--- src/pkg/eot_pkg.sv ---
// Purpose : shared constants and types for the extended opcode decoder
// Assumes : instruction bytes arrive first byte in the top lane
// Notes   : cycle counts cover only the extended decode pages

package eot_pkg;

  // ----------------
  // widths
  // ----------------
  localparam int CNT_W  = 8;
  localparam int COST_W = 8;
  localparam int SUM_W  = 16;
  localparam int WAIT_W = 4;

  // ----------------
  // byte lanes and the invert bit of the instruction word
  // ----------------
  localparam int B0_MSB = 31;
  localparam int B1_MSB = 23;
  localparam int B2_MSB = 15;
  localparam int B3_MSB = 7;
  localparam int INV_BIT = 7;

  // ----------------
  // opcode values
  // ----------------
  localparam logic [7:0] OPC_PFX_01   = 8'h01;
  localparam logic [7:0] OPC_BCC_LONG = 8'h58;
  localparam logic [7:0] OPC_IMM_W    = 8'h79;
  localparam logic [7:0] OPC_IMM_L    = 8'h7A;
  localparam logic [7:0] OPC_BIT_RT   = 8'h7C;
  localparam logic [7:0] OPC_BIT_RM   = 8'h7D;
  localparam logic [7:0] OPC_BIT_AT   = 8'h7E;
  localparam logic [7:0] OPC_BIT_AM   = 8'h7F;
  localparam logic [7:0] OPC2_MUL     = 8'hC0;
  localparam logic [7:0] OPC2_DIV     = 8'hD0;
  localparam logic [7:0] OPC2_LOGL    = 8'hF0;
  localparam logic [7:0] OPC2_CTL     = 8'h40;
  localparam logic [3:0] OPC3_MULDIV  = 4'h5;
  localparam logic [3:0] OPC3_CTL     = 4'h0;
  localparam logic [3:0] OPC3_LOGL    = 4'h6;
  localparam logic [3:0] OPC3_BIT_A   = 4'h6;
  localparam logic [3:0] OPC3_BIT_B   = 4'h7;
  localparam logic [3:0] IMM_LAST     = 4'h6;

  // ----------------
  // cycle counts per instruction form
  // ----------------
  localparam logic [CNT_W-1:0] CNT_BCC_I   = 8'h02;
  localparam logic [CNT_W-1:0] CNT_BCC_N   = 8'h02;
  localparam logic [CNT_W-1:0] CNT_IMMW_I  = 8'h02;
  localparam logic [CNT_W-1:0] CNT_IMML_I  = 8'h03;
  localparam logic [CNT_W-1:0] CNT_MD_I    = 8'h02;
  localparam logic [CNT_W-1:0] CNT_MDB_N   = 8'h0C;
  localparam logic [CNT_W-1:0] CNT_MDW_N   = 8'h14;
  localparam logic [CNT_W-1:0] CNT_LOGL_I  = 8'h02;
  localparam logic [CNT_W-1:0] CNT_CTL_I   = 8'h02;
  localparam logic [CNT_W-1:0] CNT_CTL_M   = 8'h01;
  localparam logic [CNT_W-1:0] CNT_BIT_I   = 8'h02;
  localparam logic [CNT_W-1:0] CNT_BITR_L  = 8'h01;
  localparam logic [CNT_W-1:0] CNT_BITW_L  = 8'h02;

  // ----------------
  // per-cycle state costs
  // ----------------
  localparam logic [COST_W-1:0] S_MEM      = 8'h02;
  localparam logic [COST_W-1:0] S_INT      = 8'h01;
  localparam logic [COST_W-1:0] S_P8_FETCH = 8'h06;
  localparam logic [COST_W-1:0] S_P8_BYTE  = 8'h03;
  localparam logic [COST_W-1:0] S_P8_WORD  = 8'h06;
  localparam logic [COST_W-1:0] S_P16      = 8'h03;
  localparam logic [COST_W-1:0] S_E8_FETCH = 8'h04;
  localparam logic [COST_W-1:0] S_E8_BYTE  = 8'h02;
  localparam logic [COST_W-1:0] S_E8_WORD  = 8'h04;
  localparam logic [COST_W-1:0] S_E8_3BASE = 8'h06;
  localparam logic [COST_W-1:0] S_E8_3BYTE = 8'h03;
  localparam logic [COST_W-1:0] S_E16_2ST  = 8'h02;
  localparam logic [COST_W-1:0] S_E16_3ST  = 8'h03;

  // ----------------
  // types
  // ----------------
  typedef enum logic [2:0] {
    ACC_ONCHIP_MEM = 3'h0,
    ACC_PERIPH_8   = 3'h1,
    ACC_PERIPH_16  = 3'h2,
    ACC_EXT8_2ST   = 3'h3,
    ACC_EXT8_3ST   = 3'h4,
    ACC_EXT16_2ST  = 3'h5,
    ACC_EXT16_3ST  = 3'h6
  } eot_acc_e;

  typedef enum logic [1:0] {
    SZ_BYTE = 2'h0,
    SZ_WORD = 2'h1,
    SZ_LONG = 2'h2
  } eot_size_e;

  typedef enum logic [4:0] {
    OP_NONE          = 5'h00,
    OP_BRANCH        = 5'h01,
    OP_MOV_IMM       = 5'h02,
    OP_ADD_IMM       = 5'h03,
    OP_CMP_IMM       = 5'h04,
    OP_SUB_IMM       = 5'h05,
    OP_OR_IMM        = 5'h06,
    OP_XOR_IMM       = 5'h07,
    OP_AND_IMM       = 5'h08,
    OP_SIGNED_MUL    = 5'h09,
    OP_SIGNED_DIV    = 5'h0A,
    OP_OR_LONG       = 5'h0B,
    OP_XOR_LONG      = 5'h0C,
    OP_AND_LONG      = 5'h0D,
    OP_CTL_LOAD_STORE = 5'h0E,
    OP_BIT_TEST      = 5'h0F,
    OP_BIT_SET       = 5'h10,
    OP_BIT_CLEAR     = 5'h11,
    OP_BIT_INVERT    = 5'h12,
    OP_BIT_STORE     = 5'h13,
    OP_BIT_OR        = 5'h14,
    OP_BIT_XOR       = 5'h15,
    OP_BIT_AND       = 5'h16
  } eot_op_e;

  typedef struct packed {
    logic [CNT_W-1:0] fetch;
    logic [CNT_W-1:0] branch_rd;
    logic [CNT_W-1:0] stack;
    logic [CNT_W-1:0] byte_data;
    logic [CNT_W-1:0] word_data;
    logic [CNT_W-1:0] intern;
  } eot_cnt_s;

  typedef struct packed {
    logic [COST_W-1:0] fetch;
    logic [COST_W-1:0] branch_rd;
    logic [COST_W-1:0] stack;
    logic [COST_W-1:0] byte_data;
    logic [COST_W-1:0] word_data;
    logic [COST_W-1:0] intern;
  } eot_cost_s;

endpackage

--- src/pkg/eot_cost_if.sv ---
// Purpose : carries access conditions to the cost table and costs back
// Assumes : purely combinational path inside one clock
// Notes   : none

`timescale 1ns/100ps

interface eot_cost_if;
  import eot_pkg::*;
  eot_acc_e          fetch_acc;
  eot_acc_e          stack_acc;
  eot_acc_e          data_acc;
  logic [WAIT_W-1:0] wait_m;
  eot_cost_s         cost;

  modport user (output fetch_acc, stack_acc, data_acc, wait_m,
                input  cost);
  modport table_side (input  fetch_acc, stack_acc, data_acc, wait_m,
                      output cost);
endinterface

--- src/hw/eot_state_cost.sv ---
// Purpose : per-cycle state cost for each cycle class
// Assumes : wait count is already stable in the clock domain
// Notes   : purely combinational

`timescale 1ns/100ps

module eot_state_cost
  import eot_pkg::*;
(
  // cost lookup
  eot_cost_if.table_side cif
);
  import eot_pkg::*;

  // 6 + 2m must fit the cost width
  if (WAIT_W > COST_W - 3) begin : g_chk
    $error("eot_state_cost: wait width too large for cost width");
  end

  // ------------------------------------------------------------------
  // cost of one fetch-like, byte or word cycle
  // ------------------------------------------------------------------
  // kind: 0 fetch/branch/stack, 1 byte data, 2 word data
  function automatic logic [COST_W-1:0] cost_of(
    input eot_acc_e          acc,
    input logic [1:0]        kind,
    input logic [WAIT_W-1:0] m
  );
    logic [COST_W-1:0] mw;
    mw = COST_W'(m);
    case (acc)
      ACC_ONCHIP_MEM: cost_of = S_MEM; //[RL4]
      ACC_PERIPH_8: begin
        case (kind)
          2'h1:    cost_of = S_P8_BYTE; //[RL5]
          2'h2:    cost_of = S_P8_WORD; //[RL6]
          default: cost_of = S_P8_FETCH; //[RL4]
        endcase
      end
      ACC_PERIPH_16: cost_of = S_P16; //[RL4]
      ACC_EXT8_2ST: begin
        case (kind)
          2'h1:    cost_of = S_E8_BYTE; //[RL5]
          2'h2:    cost_of = S_E8_WORD; //[RL6]
          default: cost_of = S_E8_FETCH; //[RL4]
        endcase
      end
      ACC_EXT8_3ST: begin
        // m is the wait states added to each three-state external access
        if (kind == 2'h1) begin
          cost_of = S_E8_3BYTE + mw; //[RL5] [RL13]
        end else begin
          cost_of = S_E8_3BASE + (mw << 1); //[RL4] [RL6] [RL13]
        end
      end
      ACC_EXT16_2ST: cost_of = S_E16_2ST; //[RL7]
      ACC_EXT16_3ST: cost_of = S_E16_3ST + mw; //[RL7] [RL13]
      default:       cost_of = S_MEM;
    endcase
  endfunction

  // ------------------------------------------------------------------
  // class costs
  // ------------------------------------------------------------------
  always_comb begin
    cif.cost.fetch     = cost_of(cif.fetch_acc, 2'h0, cif.wait_m); //[RL3]
    cif.cost.branch_rd = cost_of(cif.fetch_acc, 2'h0, cif.wait_m);
    cif.cost.stack     = cost_of(cif.stack_acc, 2'h0, cif.wait_m);
    cif.cost.byte_data = cost_of(cif.data_acc, 2'h1, cif.wait_m);
    cif.cost.word_data = cost_of(cif.data_acc, 2'h2, cif.wait_m);
    cif.cost.intern    = S_INT; //[RL7]
  end

endmodule

--- src/hw/eot_decode.sv ---
// Purpose : extended opcode page decode and execution state count
// Assumes : instruction bytes come from fetch logic on clock_i
// Notes   : one result per accepted instruction, one cycle later
//
// Functional notes
// [RL1] states equal sum of six class cycle counts times class state costs
// [RL2] each decoded form gets fixed fetch, data and other cycle counts
// [RL3] state cost chosen from memory, peripheral or external access type
// [RL4] fetch, branch read, stack: 2 mem, 6/3 peripheral, 4 or 6+2m ext8
// [RL5] byte data: 3 peripheral8, 2 ext8 two-state, 3+m ext8 three-state
// [RL6] word data: 6 peripheral8, 4 ext8 two-state, 6+2m ext8 three-state
// [RL7] internal cycle 1 state; ext16 fetch 3+m three-state, 2 two-state
// [RL8] first byte 58: second high nibble picks one of sixteen branch tests
// [RL9] first byte 79/7A: nibble 0..6 picks mov,add,cmp,sub,or,xor,and
// [RL10] prefixes 01C05/01D05 decode signed multiply/divide, size by nibble
// [RL11] 7C/7D: nibble after prefix is register, sub-opcode picks bit op
// [RL12] 7E/7F: second byte is 8-bit absolute address, same bit ops
// [RL13] m is wait states inserted into each external access; the cost table adds m only to three-state external accesses
// [RL14] unassigned opcode combinations are flagged undefined

`timescale 1ns/100ps

module eot_decode
  import eot_pkg::*;
#(
  parameter int WAIT_BITS = WAIT_W
)
(
  // clock and reset
  input  wire logic              clock_i,
  input  wire logic              reset_i,
  input  wire logic              clk_en_i,
  // instruction in
  input  wire logic              instr_valid_i,
  input  wire logic [31:0]       instr_i,
  // access conditions
  input  eot_pkg::eot_acc_e      fetch_acc_i,
  input  eot_pkg::eot_acc_e      stack_acc_i,
  input  eot_pkg::eot_acc_e      data_acc_i,
  input  wire logic [WAIT_BITS-1:0] wait_states_i,
  // decode result
  output logic                   done_o,
  output logic                   undefined_o,
  output eot_pkg::eot_op_e       op_o,
  output eot_pkg::eot_size_e     size_o,
  output logic [3:0]             cond_o,
  output logic [3:0]             reg_o,
  output logic [7:0]             abs_addr_o,
  output logic                   abs_mode_o,
  output logic                   invert_o,
  // timing result
  output eot_pkg::eot_cnt_s      cnt_o,
  output logic [SUM_W-1:0]       states_o
);
  import eot_pkg::*;

  if (WAIT_BITS != WAIT_W) begin : g_chk
    $error("eot_decode: wait width must match cost table");
  end

  // ----------------
  // byte lanes
  // ----------------
  logic [7:0] b0;
  logic [7:0] b1;
  logic [7:0] b2;
  logic [7:0] b3;

  assign b0 = instr_i[B0_MSB -: 8];
  assign b1 = instr_i[B1_MSB -: 8];
  assign b2 = instr_i[B2_MSB -: 8];
  assign b3 = instr_i[B3_MSB -: 8];

  // ----------------
  // cost table
  // ----------------
  eot_cost_if cif ();

  assign cif.fetch_acc = fetch_acc_i;
  assign cif.stack_acc = stack_acc_i;
  assign cif.data_acc  = data_acc_i;
  assign cif.wait_m    = wait_states_i; //[RL13]

  eot_state_cost u_cost (
    .cif (cif.table_side)
  );

  // ----------------
  // decode
  // ----------------
  eot_op_e   op_c;
  eot_size_e size_c;
  logic      undef_c;
  logic [3:0] cond_c;
  logic [3:0] reg_c;
  logic [7:0] aa_c;
  logic      abs_c;
  logic      inv_c;
  eot_cnt_s  cnt_c;

  always_comb begin
    op_c    = OP_NONE;
    size_c  = SZ_BYTE;
    undef_c = 1'b1; //[RL14]
    cond_c  = 4'h0;
    reg_c   = 4'h0;
    aa_c    = 8'h00;
    abs_c   = 1'b0;
    inv_c   = 1'b0;
    cnt_c   = '0;
    case (b0)
      OPC_BCC_LONG: begin
        // low nibble must be zero for the long branch form
        if (b1[3:0] == 4'h0) begin
          op_c         = OP_BRANCH;
          cond_c       = b1[7:4]; //[RL8]
          size_c       = SZ_WORD;
          undef_c      = 1'b0;
          cnt_c.fetch  = CNT_BCC_I; //[RL2]
          cnt_c.intern = CNT_BCC_N;
        end
      end
      OPC_IMM_W, OPC_IMM_L: begin
        if (b1[7:4] <= IMM_LAST) begin
          op_c    = eot_op_e'(5'(OP_MOV_IMM) + 5'(b1[7:4])); //[RL9]
          reg_c   = b1[3:0];
          undef_c = 1'b0;
          if (b0 == OPC_IMM_W) begin
            size_c      = SZ_WORD;
            cnt_c.fetch = CNT_IMMW_I; //[RL2]
          end else begin
            size_c      = SZ_LONG;
            cnt_c.fetch = CNT_IMML_I;
          end
        end
      end
      OPC_PFX_01: begin
        case (b1)
          OPC2_MUL, OPC2_DIV: begin
            // even size nibble multiplies, odd divides
            if (b2[7:4] == OPC3_MULDIV && b2[3:2] == 2'h0 &&
                b2[0] == (b1 == OPC2_DIV)) begin
              op_c    = (b1 == OPC2_MUL) ? OP_SIGNED_MUL
                                         : OP_SIGNED_DIV; //[RL10]
              size_c  = b2[1] ? SZ_WORD : SZ_BYTE;
              reg_c   = b3[3:0];
              undef_c = 1'b0;
              cnt_c.fetch  = CNT_MD_I; //[RL2]
              cnt_c.intern = b2[1] ? CNT_MDW_N : CNT_MDB_N;
            end
          end
          OPC2_LOGL: begin
            if (b2[7:4] == OPC3_LOGL && b2[3:0] >= 4'h4 &&
                b2[3:0] <= 4'h6) begin
              op_c    = eot_op_e'(5'(OP_OR_LONG) + 5'(b2[3:0] - 4'h4));
              size_c  = SZ_LONG;
              reg_c   = b3[3:0];
              undef_c = 1'b0;
              cnt_c.fetch = CNT_LOGL_I;
            end
          end
          OPC2_CTL: begin
            // only odd columns from 9 up carry the control transfer
            if (b2[7:4] == OPC3_CTL + 4'h6 && b2[3] && b2[0]) begin
              op_c    = OP_CTL_LOAD_STORE;
              size_c  = SZ_WORD;
              undef_c = 1'b0;
              cnt_c.fetch     = CNT_CTL_I;
              cnt_c.word_data = CNT_CTL_M;
            end
          end
          default: begin
          end
        endcase
      end
      OPC_BIT_RT, OPC_BIT_RM, OPC_BIT_AT, OPC_BIT_AM: begin
        abs_c = b0[1]; //[RL12]
        if (b0[1]) begin
          aa_c = b1; //[RL12]
        end else begin
          reg_c = b1[7:4]; //[RL11]
        end
        // register forms need a zero low nibble in the second byte
        if ((b0[1] || b1[3:0] == 4'h0) &&
            (b2[7:4] == OPC3_BIT_A || b2[7:4] == OPC3_BIT_B)) begin
          cnt_c.fetch = CNT_BIT_I; //[RL2]
          if (!b0[0]) begin
            // test and logic page
            if (b2[3:0] == 4'h3) begin
              op_c    = OP_BIT_TEST; //[RL11] [RL12]
              undef_c = 1'b0;
            end else if (b2[7:4] == OPC3_BIT_B && b2[3:0] >= 4'h4 &&
                         b2[3:0] <= 4'h6) begin
              op_c    = eot_op_e'(5'(OP_BIT_OR) + 5'(b2[3:0] - 4'h4));
              inv_c   = b3[INV_BIT];
              undef_c = 1'b0;
            end
            cnt_c.byte_data = CNT_BITR_L;
          end else begin
            // modify page: read and write back the byte
            if (b2[3:0] <= 4'h2) begin
              op_c    = eot_op_e'(5'(OP_BIT_SET) + 5'(b2[3:0] == 4'h1 ?
                                  4'h2 : (b2[3:0] == 4'h2 ? 4'h1 : 4'h0)));
              undef_c = 1'b0;
            end else if (b2[7:4] == OPC3_BIT_A && b2[3:0] == 4'h7) begin
              op_c    = OP_BIT_STORE;
              inv_c   = b3[INV_BIT];
              undef_c = 1'b0;
            end
            cnt_c.byte_data = CNT_BITW_L;
          end
        end
      end
      default: begin
      end
    endcase
    if (undef_c) begin
      op_c  = OP_NONE; //[RL14]
      cnt_c = '0;
      inv_c = 1'b0;
    end
  end

  // ----------------
  // state count
  // ----------------
  // widened before multiplying so no product overflows the sum width
  function automatic logic [SUM_W-1:0] prod(
    input logic [CNT_W-1:0]  c,
    input logic [COST_W-1:0] s
  );
    prod = SUM_W'(SUM_W'(c) * SUM_W'(s));
  endfunction

  logic [SUM_W-1:0] states_c;

  always_comb begin
    states_c = prod(cnt_c.fetch,     cif.cost.fetch)
             + prod(cnt_c.branch_rd, cif.cost.branch_rd)
             + prod(cnt_c.stack,     cif.cost.stack)
             + prod(cnt_c.byte_data, cif.cost.byte_data)
             + prod(cnt_c.word_data, cif.cost.word_data)
             + prod(cnt_c.intern,    cif.cost.intern); //[RL1]
  end

  // ----------------
  // output registers
  // ----------------
  logic             done_r,  done_nxt;
  logic             undef_r, undef_nxt;
  eot_op_e          op_r,    op_nxt;
  eot_size_e        size_r,  size_nxt;
  logic [3:0]       cond_r,  cond_nxt;
  logic [3:0]       reg_r,   reg_nxt;
  logic [7:0]       aa_r,    aa_nxt;
  logic             abs_r,   abs_nxt;
  logic             inv_r,   inv_nxt;
  eot_cnt_s         cnt_r,   cnt_nxt;
  logic [SUM_W-1:0] st_r,    st_nxt;

  always_comb begin
    done_nxt  = 1'b0;
    undef_nxt = undef_r;
    op_nxt    = op_r;
    size_nxt  = size_r;
    cond_nxt  = cond_r;
    reg_nxt   = reg_r;
    aa_nxt    = aa_r;
    abs_nxt   = abs_r;
    inv_nxt   = inv_r;
    cnt_nxt   = cnt_r;
    st_nxt    = st_r;
    // results hold until the next accepted instruction
    if (instr_valid_i) begin
      done_nxt  = 1'b1;
      undef_nxt = undef_c;
      op_nxt    = op_c;
      size_nxt  = size_c;
      cond_nxt  = cond_c;
      reg_nxt   = reg_c;
      aa_nxt    = aa_c;
      abs_nxt   = abs_c;
      inv_nxt   = inv_c;
      cnt_nxt   = cnt_c;
      st_nxt    = states_c;
    end
  end

  always_ff @(posedge clock_i or posedge reset_i) begin
    if (reset_i) begin
      done_r  <= 1'b0;
      undef_r <= 1'b0;
      op_r    <= OP_NONE;
      size_r  <= SZ_BYTE;
      cond_r  <= 4'h0;
      reg_r   <= 4'h0;
      aa_r    <= 8'h00;
      abs_r   <= 1'b0;
      inv_r   <= 1'b0;
      cnt_r   <= '0;
      st_r    <= '0;
    end else if (clk_en_i) begin
      done_r  <= done_nxt;
      undef_r <= undef_nxt;
      op_r    <= op_nxt;
      size_r  <= size_nxt;
      cond_r  <= cond_nxt;
      reg_r   <= reg_nxt;
      aa_r    <= aa_nxt;
      abs_r   <= abs_nxt;
      inv_r   <= inv_nxt;
      cnt_r   <= cnt_nxt;
      st_r    <= st_nxt;
    end
  end

  assign done_o      = done_r;
  assign undefined_o = undef_r;
  assign op_o        = op_r;
  assign size_o      = size_r;
  assign cond_o      = cond_r;
  assign reg_o       = reg_r;
  assign abs_addr_o  = aa_r;
  assign abs_mode_o  = abs_r;
  assign invert_o    = inv_r;
  assign cnt_o       = cnt_r;
  assign states_o    = st_r;

endmodule

--- config.mk ---
export PLATFORM = sky130hd
export DESIGN_NAME = eot_decode
export DESIGN_NICKNAME = d
export VERILOG_FILES = /design/src/pkg/eot_pkg.sv /design/src/pkg/eot_cost_if.sv /design/src/hw/eot_state_cost.sv /design/src/hw/eot_decode.sv
export SDC_FILE = /design/constraint.sdc
export NUM_CORES = 1
export LEC_CHECK = 0
export ABC_AREA = 1
export BUFFER_PORTS_ARGS = -buffer_cell sky130_fd_sc_hd__clkbuf_2
export CAP_MARGIN = 30
export CELL_PAD_IN_SITES_DETAIL_PLACEMENT = 2
export CELL_PAD_IN_SITES_GLOBAL_PLACEMENT = 2
export CORE_AREA = 5 5 137 139
export CTS_CLUSTER_SIZE = 40
export DETAILED_ROUTE_END_ITERATION = 8
export DIE_AREA = 0 0 142 144
export HOLD_SLACK_MARGIN = 0.02
export PLACE_DENSITY = 0.86
export SYNTH_ARGS = -nofsm -noshare
export SYNTH_HDL_FRONTEND = slang
export SYNTH_SLANG_ARGS = --single-unit
--- constraint.sdc ---
create_clock -name clock_i -period 1.9 [get_ports clock_i]
set_input_delay 0.38 -clock clock_i [delete_from_list [all_inputs] [get_ports clock_i]]
set_output_delay 0.38 -clock clock_i [all_outputs]
set_load 0.005 [all_outputs]
==> PnR_summary.wiki <==
{| class="wikitable"
! Metric !! Value
|-
| Maximum vdd drop || 0.523 mV
|-
| Vertical die dimension || 144 um
|-
| Warnings from Yosys || 0
|-
| Clock period minus worst slack || 5.66 ns
|-
| Adder and majority gate portion of the synthesized area || 21.8%
|-
| Reg-to-Reg Start || cnt_o[8]
|-
| Share of the yosys chip area belonging to registers || 23.8%
|-
| Number of buffers created by CTS || 5
|-
| Synth Flop Type || dfrtp_1
|-
| Via Count || 6111
|-
| Reg2Reg Setup Slack || 0.97 ns
|-
| WS Path Type || input port to flop
|-
| Share of cells above drive strength 1 || 48.1%
|-
| Count of port buffers added during placement || 89
|-
| CTS tree || yes
|-
| Global Route met3 Usage || 3.80%
|-
| Status || finished with violations
|-
| Worst hold slack || 0.116 ns
|-
| Static leakage power || 0.00421 uW
|-
| Combined area of the multi-input logic cells || 4100 um^2
|-
| Synthesis-to-layout area growth || 61.6%
|-
| Xor/xnor cell area share of the yosys netlist || 1.24%
|-
| Startpoint kind of the worst setup timing path || input port
|-
| Setup repair after global routing missed its margin || true
|-
| Final Worst Setup Slack || -3.76 ns
|-
| Post-route cell area || 8000 um^2
|-
| Cell family contributing the most delay on the critical path || adder cells
|-
| Clock latency on the worst-skew pair || 0.31 ns
|-
| Initial antenna violation count || 1
|-
| Data required time of the worst path || 2.08 ns
|-
| Met1 capacity usage during global routing || 30.4%
|-
| Post-placement setup slack || -3.90 ns
|-
| Endpoint of the most critical register-to-register path || cnt_o[8]
|-
| Number of H-tree branching levels || 2
|-
| Share of the synthesized area in the top cell type || 23.8%
|-
| Area of the core || 17500 um^2
|-
| Power per Cell Area || 343 nW/um^2
|-
| Net count of the finished layout || 1067
|-
| Max FO, Critical Path || 5
|-
| Clock Tree Root || clkbuf_16
|-
| Global-route wire length before repair || 43400 um
|-
| Data arrival time of the critical path || 5.85 ns
|-
| Starting density of the core || 28.2%
|-
| Total area of sequential cells || 1180 um^2
|-
| Maximum count of clock buffers along a single path || 2
|-
| Critical Path End Type || flop
|-
| Depth of the worst register-to-register path || 2
|-
| Average wire per standard cell || 27.0 um
|-
| Max cap viols || 0
|-
| Core Util, Final || 45.6%
|-
| Number of synthesized flops with an enable pin || 0
|-
| Antenna viol nets, final || 0
|-
| Final hold violations || 0
|-
| TritonCTS sink count || 47
|-
| DRC violations left || 0
|-
| Final Skew || 0 ns
|-
| Number of top-level design ports || 140
|-
| Grt met2 use || 52.3%
|-
| Routability congestion estimate from global placement || 0.836
|-
| Critical-path cell with the highest stage delay || fa_1
|-
| Final Cycle Share || 298%
|-
| Share of flip-flops with an asynchronous set or reset || 100%
|-
| Number of DRC violations after detailed-routing iteration 0 || 339
|-
| Die Wd || 142 um
|-
| Slowest cell delay on critical path || 0.57 ns
|-
| Overall routed net length || 31600 um
|-
| Biggest area contributors in the synthesized netlist || dfrtp_1, ha_1, nand2_1, fa_1, buf_4
|-
| Final Slew Violations || 0
|-
| Top-count cell post-synth || nand2_1
|-
| Fillcell total || 2011
|-
| Critical path buffer and inverter count || 5
|-
| Violated checks || setup timing
|-
| Cell count after synthesis || 682
|-
| Mux cell area share after synthesis || 0%
|-
| Per-instance average area after synthesis || 7.25 um^2
|-
| Worst slew margin relative to its limit || 56.9%
|-
| Tot Pwr || 2740 uW
|-
| Stages on the worst setup path || 30
|-
| Most prevalent standard cell on the critical path || nand2_2
|-
| Area of placed instances || 6690 um^2
|-
| Max Clk Rate || 177 MHz
|-
| Main combinational cell family by area after synthesis || simple AND/OR/NAND/NOR gates
|-
| Die area || 20400 um^2
|-
| Detailed Routing Iterations Pass 1 || 5
|-
| Simple-gate share of the synthesized area || 30.5%
|-
| Clock transition time at the flip-flop clock pins of the worst setup and hold paths || 0.09 ns
|-
| Slew at the pin closest to its max-slew limit || 0.646 ns
|-
| Netlist area before placement || 4950 um^2
|-
| Pin count of the biggest net entering global routing || 53
|-
| GRT overflow || 0
|-
| Via-to-Cell Ratio || 5.21
|-
| Global-route usage over all layers || 28.0%
|-
| Leading post-synthesis cells by instance count || nand2_1, inv_1, nor2_1
|-
| Complex-gate fraction of the synthesized area || 8.27%
|-
| Standard-cell row count || 49
|-
| Global route hottest layer || met2
|-
| Post-DP HPWL || 18400 um
|-
| #FFs+latches synth || 47
|-
| Cell accounting for the most synthesized area || dfrtp_1
|-
| Hold crit path type || input port to async pin
|-
| Via count of the first global-routing pass || 7017
|-
| Final setup violating endpoints || 20
|-
| Number of distinct library cell variants in the gate-level netlist after synthesis || 41
|}
## registers in the layout (all words and copies together) (netlist names)
register	cells
reg_o	4
cnt_o	9
op_o	5
cond_o	4
done_o	1
states_o	11
invert_o	1
abs_mode_o	1
undefined_o	1
abs_addr_o	8
size_o	2
## through the flow
stage | std cells | setup TNS, ns
final | 1173 | -32.89
after global routing | 1173 | -34.77
after CTS | 1157 | -29.71
after detailed placement | 1121 | -37.76
after global placement | 1121 | -31.80
after floorplan | 725 | -26.39
## per-layer routing
layer  share of wire, %  vias up
met5                  0        -
met4                7.1        0
met3                4.5      141
met2                 51      297
met1                 37     3064
li1                   -     2609
## tightest hold or removal path, cell delays in order
cell and delay, ns:
clkbuf_2 0.10, inv_2 0.07, buf_12 0.27
## power breakdown
part | switching, uW | internal (uW)
registers | 5.47 | 1010
clock network | 527 | 506
logic | 433 | 263
## cell families (layout without fill, tap and decap cells)
logic type / after synthesis / after routing
simple gates: 335 / 335
xor+xnor: 7 / 7
other cells: 1 / 45
buf+inv: 144 / 362
flops: 47 / 47
compound gates: 72 / 72
fa+ha+maj: 76 / 76
## layout by cell type, fill, tap and decap left out, types with 6 or more instances in the layout
| master | instances |
|---|---|
| nand3_2 | 12 |
| inv_1 | 62 |
| nor2_4 | 21 |
| o21ai_0 | 30 |
| buf_4 | 153 |
| ha_4 | 31 |
| nor2_1 | 43 |
| nand4_1 | 11 |
| nor2_2 | 18 |
| ha_1 | 26 |
| nand3_1 | 30 |
| nand2_1 | 146 |
| inv_2 | 20 |
| o21ai_1 | 9 |
| clkbuf_2 | 81 |
| nand2_4 | 9 |
| a21oi_1 | 6 |
| nand2_2 | 29 |
| fa_1 | 11 |
| conb_1 | 44 |
| fa_2 | 6 |
| dfrtp_1 | 47 |
| buf_6 | 22 |
## how the worst max path moves through the flow
stage	start	endpoint
detailed placement	instr_i[11]	states_o[8]
CTS	instr_i[18]	states_o[8]
global placement	instr_i[10]	states_o[10]
global route	instr_i[23]	states_o[10]
finish	instr_i[23]	states_o[10]
floorplan	instr_i[20]	states_o[10]
## repair_timing
action / CTS / global route
buffers inserted: 30 / 16
endpoints found under the setup margin: 15 / 27
resized for setup: 119 / 71
pin swaps: 63 / 59
hold buffers: 0 / 0
cloned: 0 / 0
## final cells by class
class	instances	area share [%]
well taps	229	3.58
inverters	91	4.74
repair buffers	263	23.7
flip-flops and latches	47	14.7
clock inverters	3	0.344
diodes	1	0.0313
clock buffers	5	1.56
multi-input cells	534	51.3
Note: power is estimated with default switching activity, not from simulation.
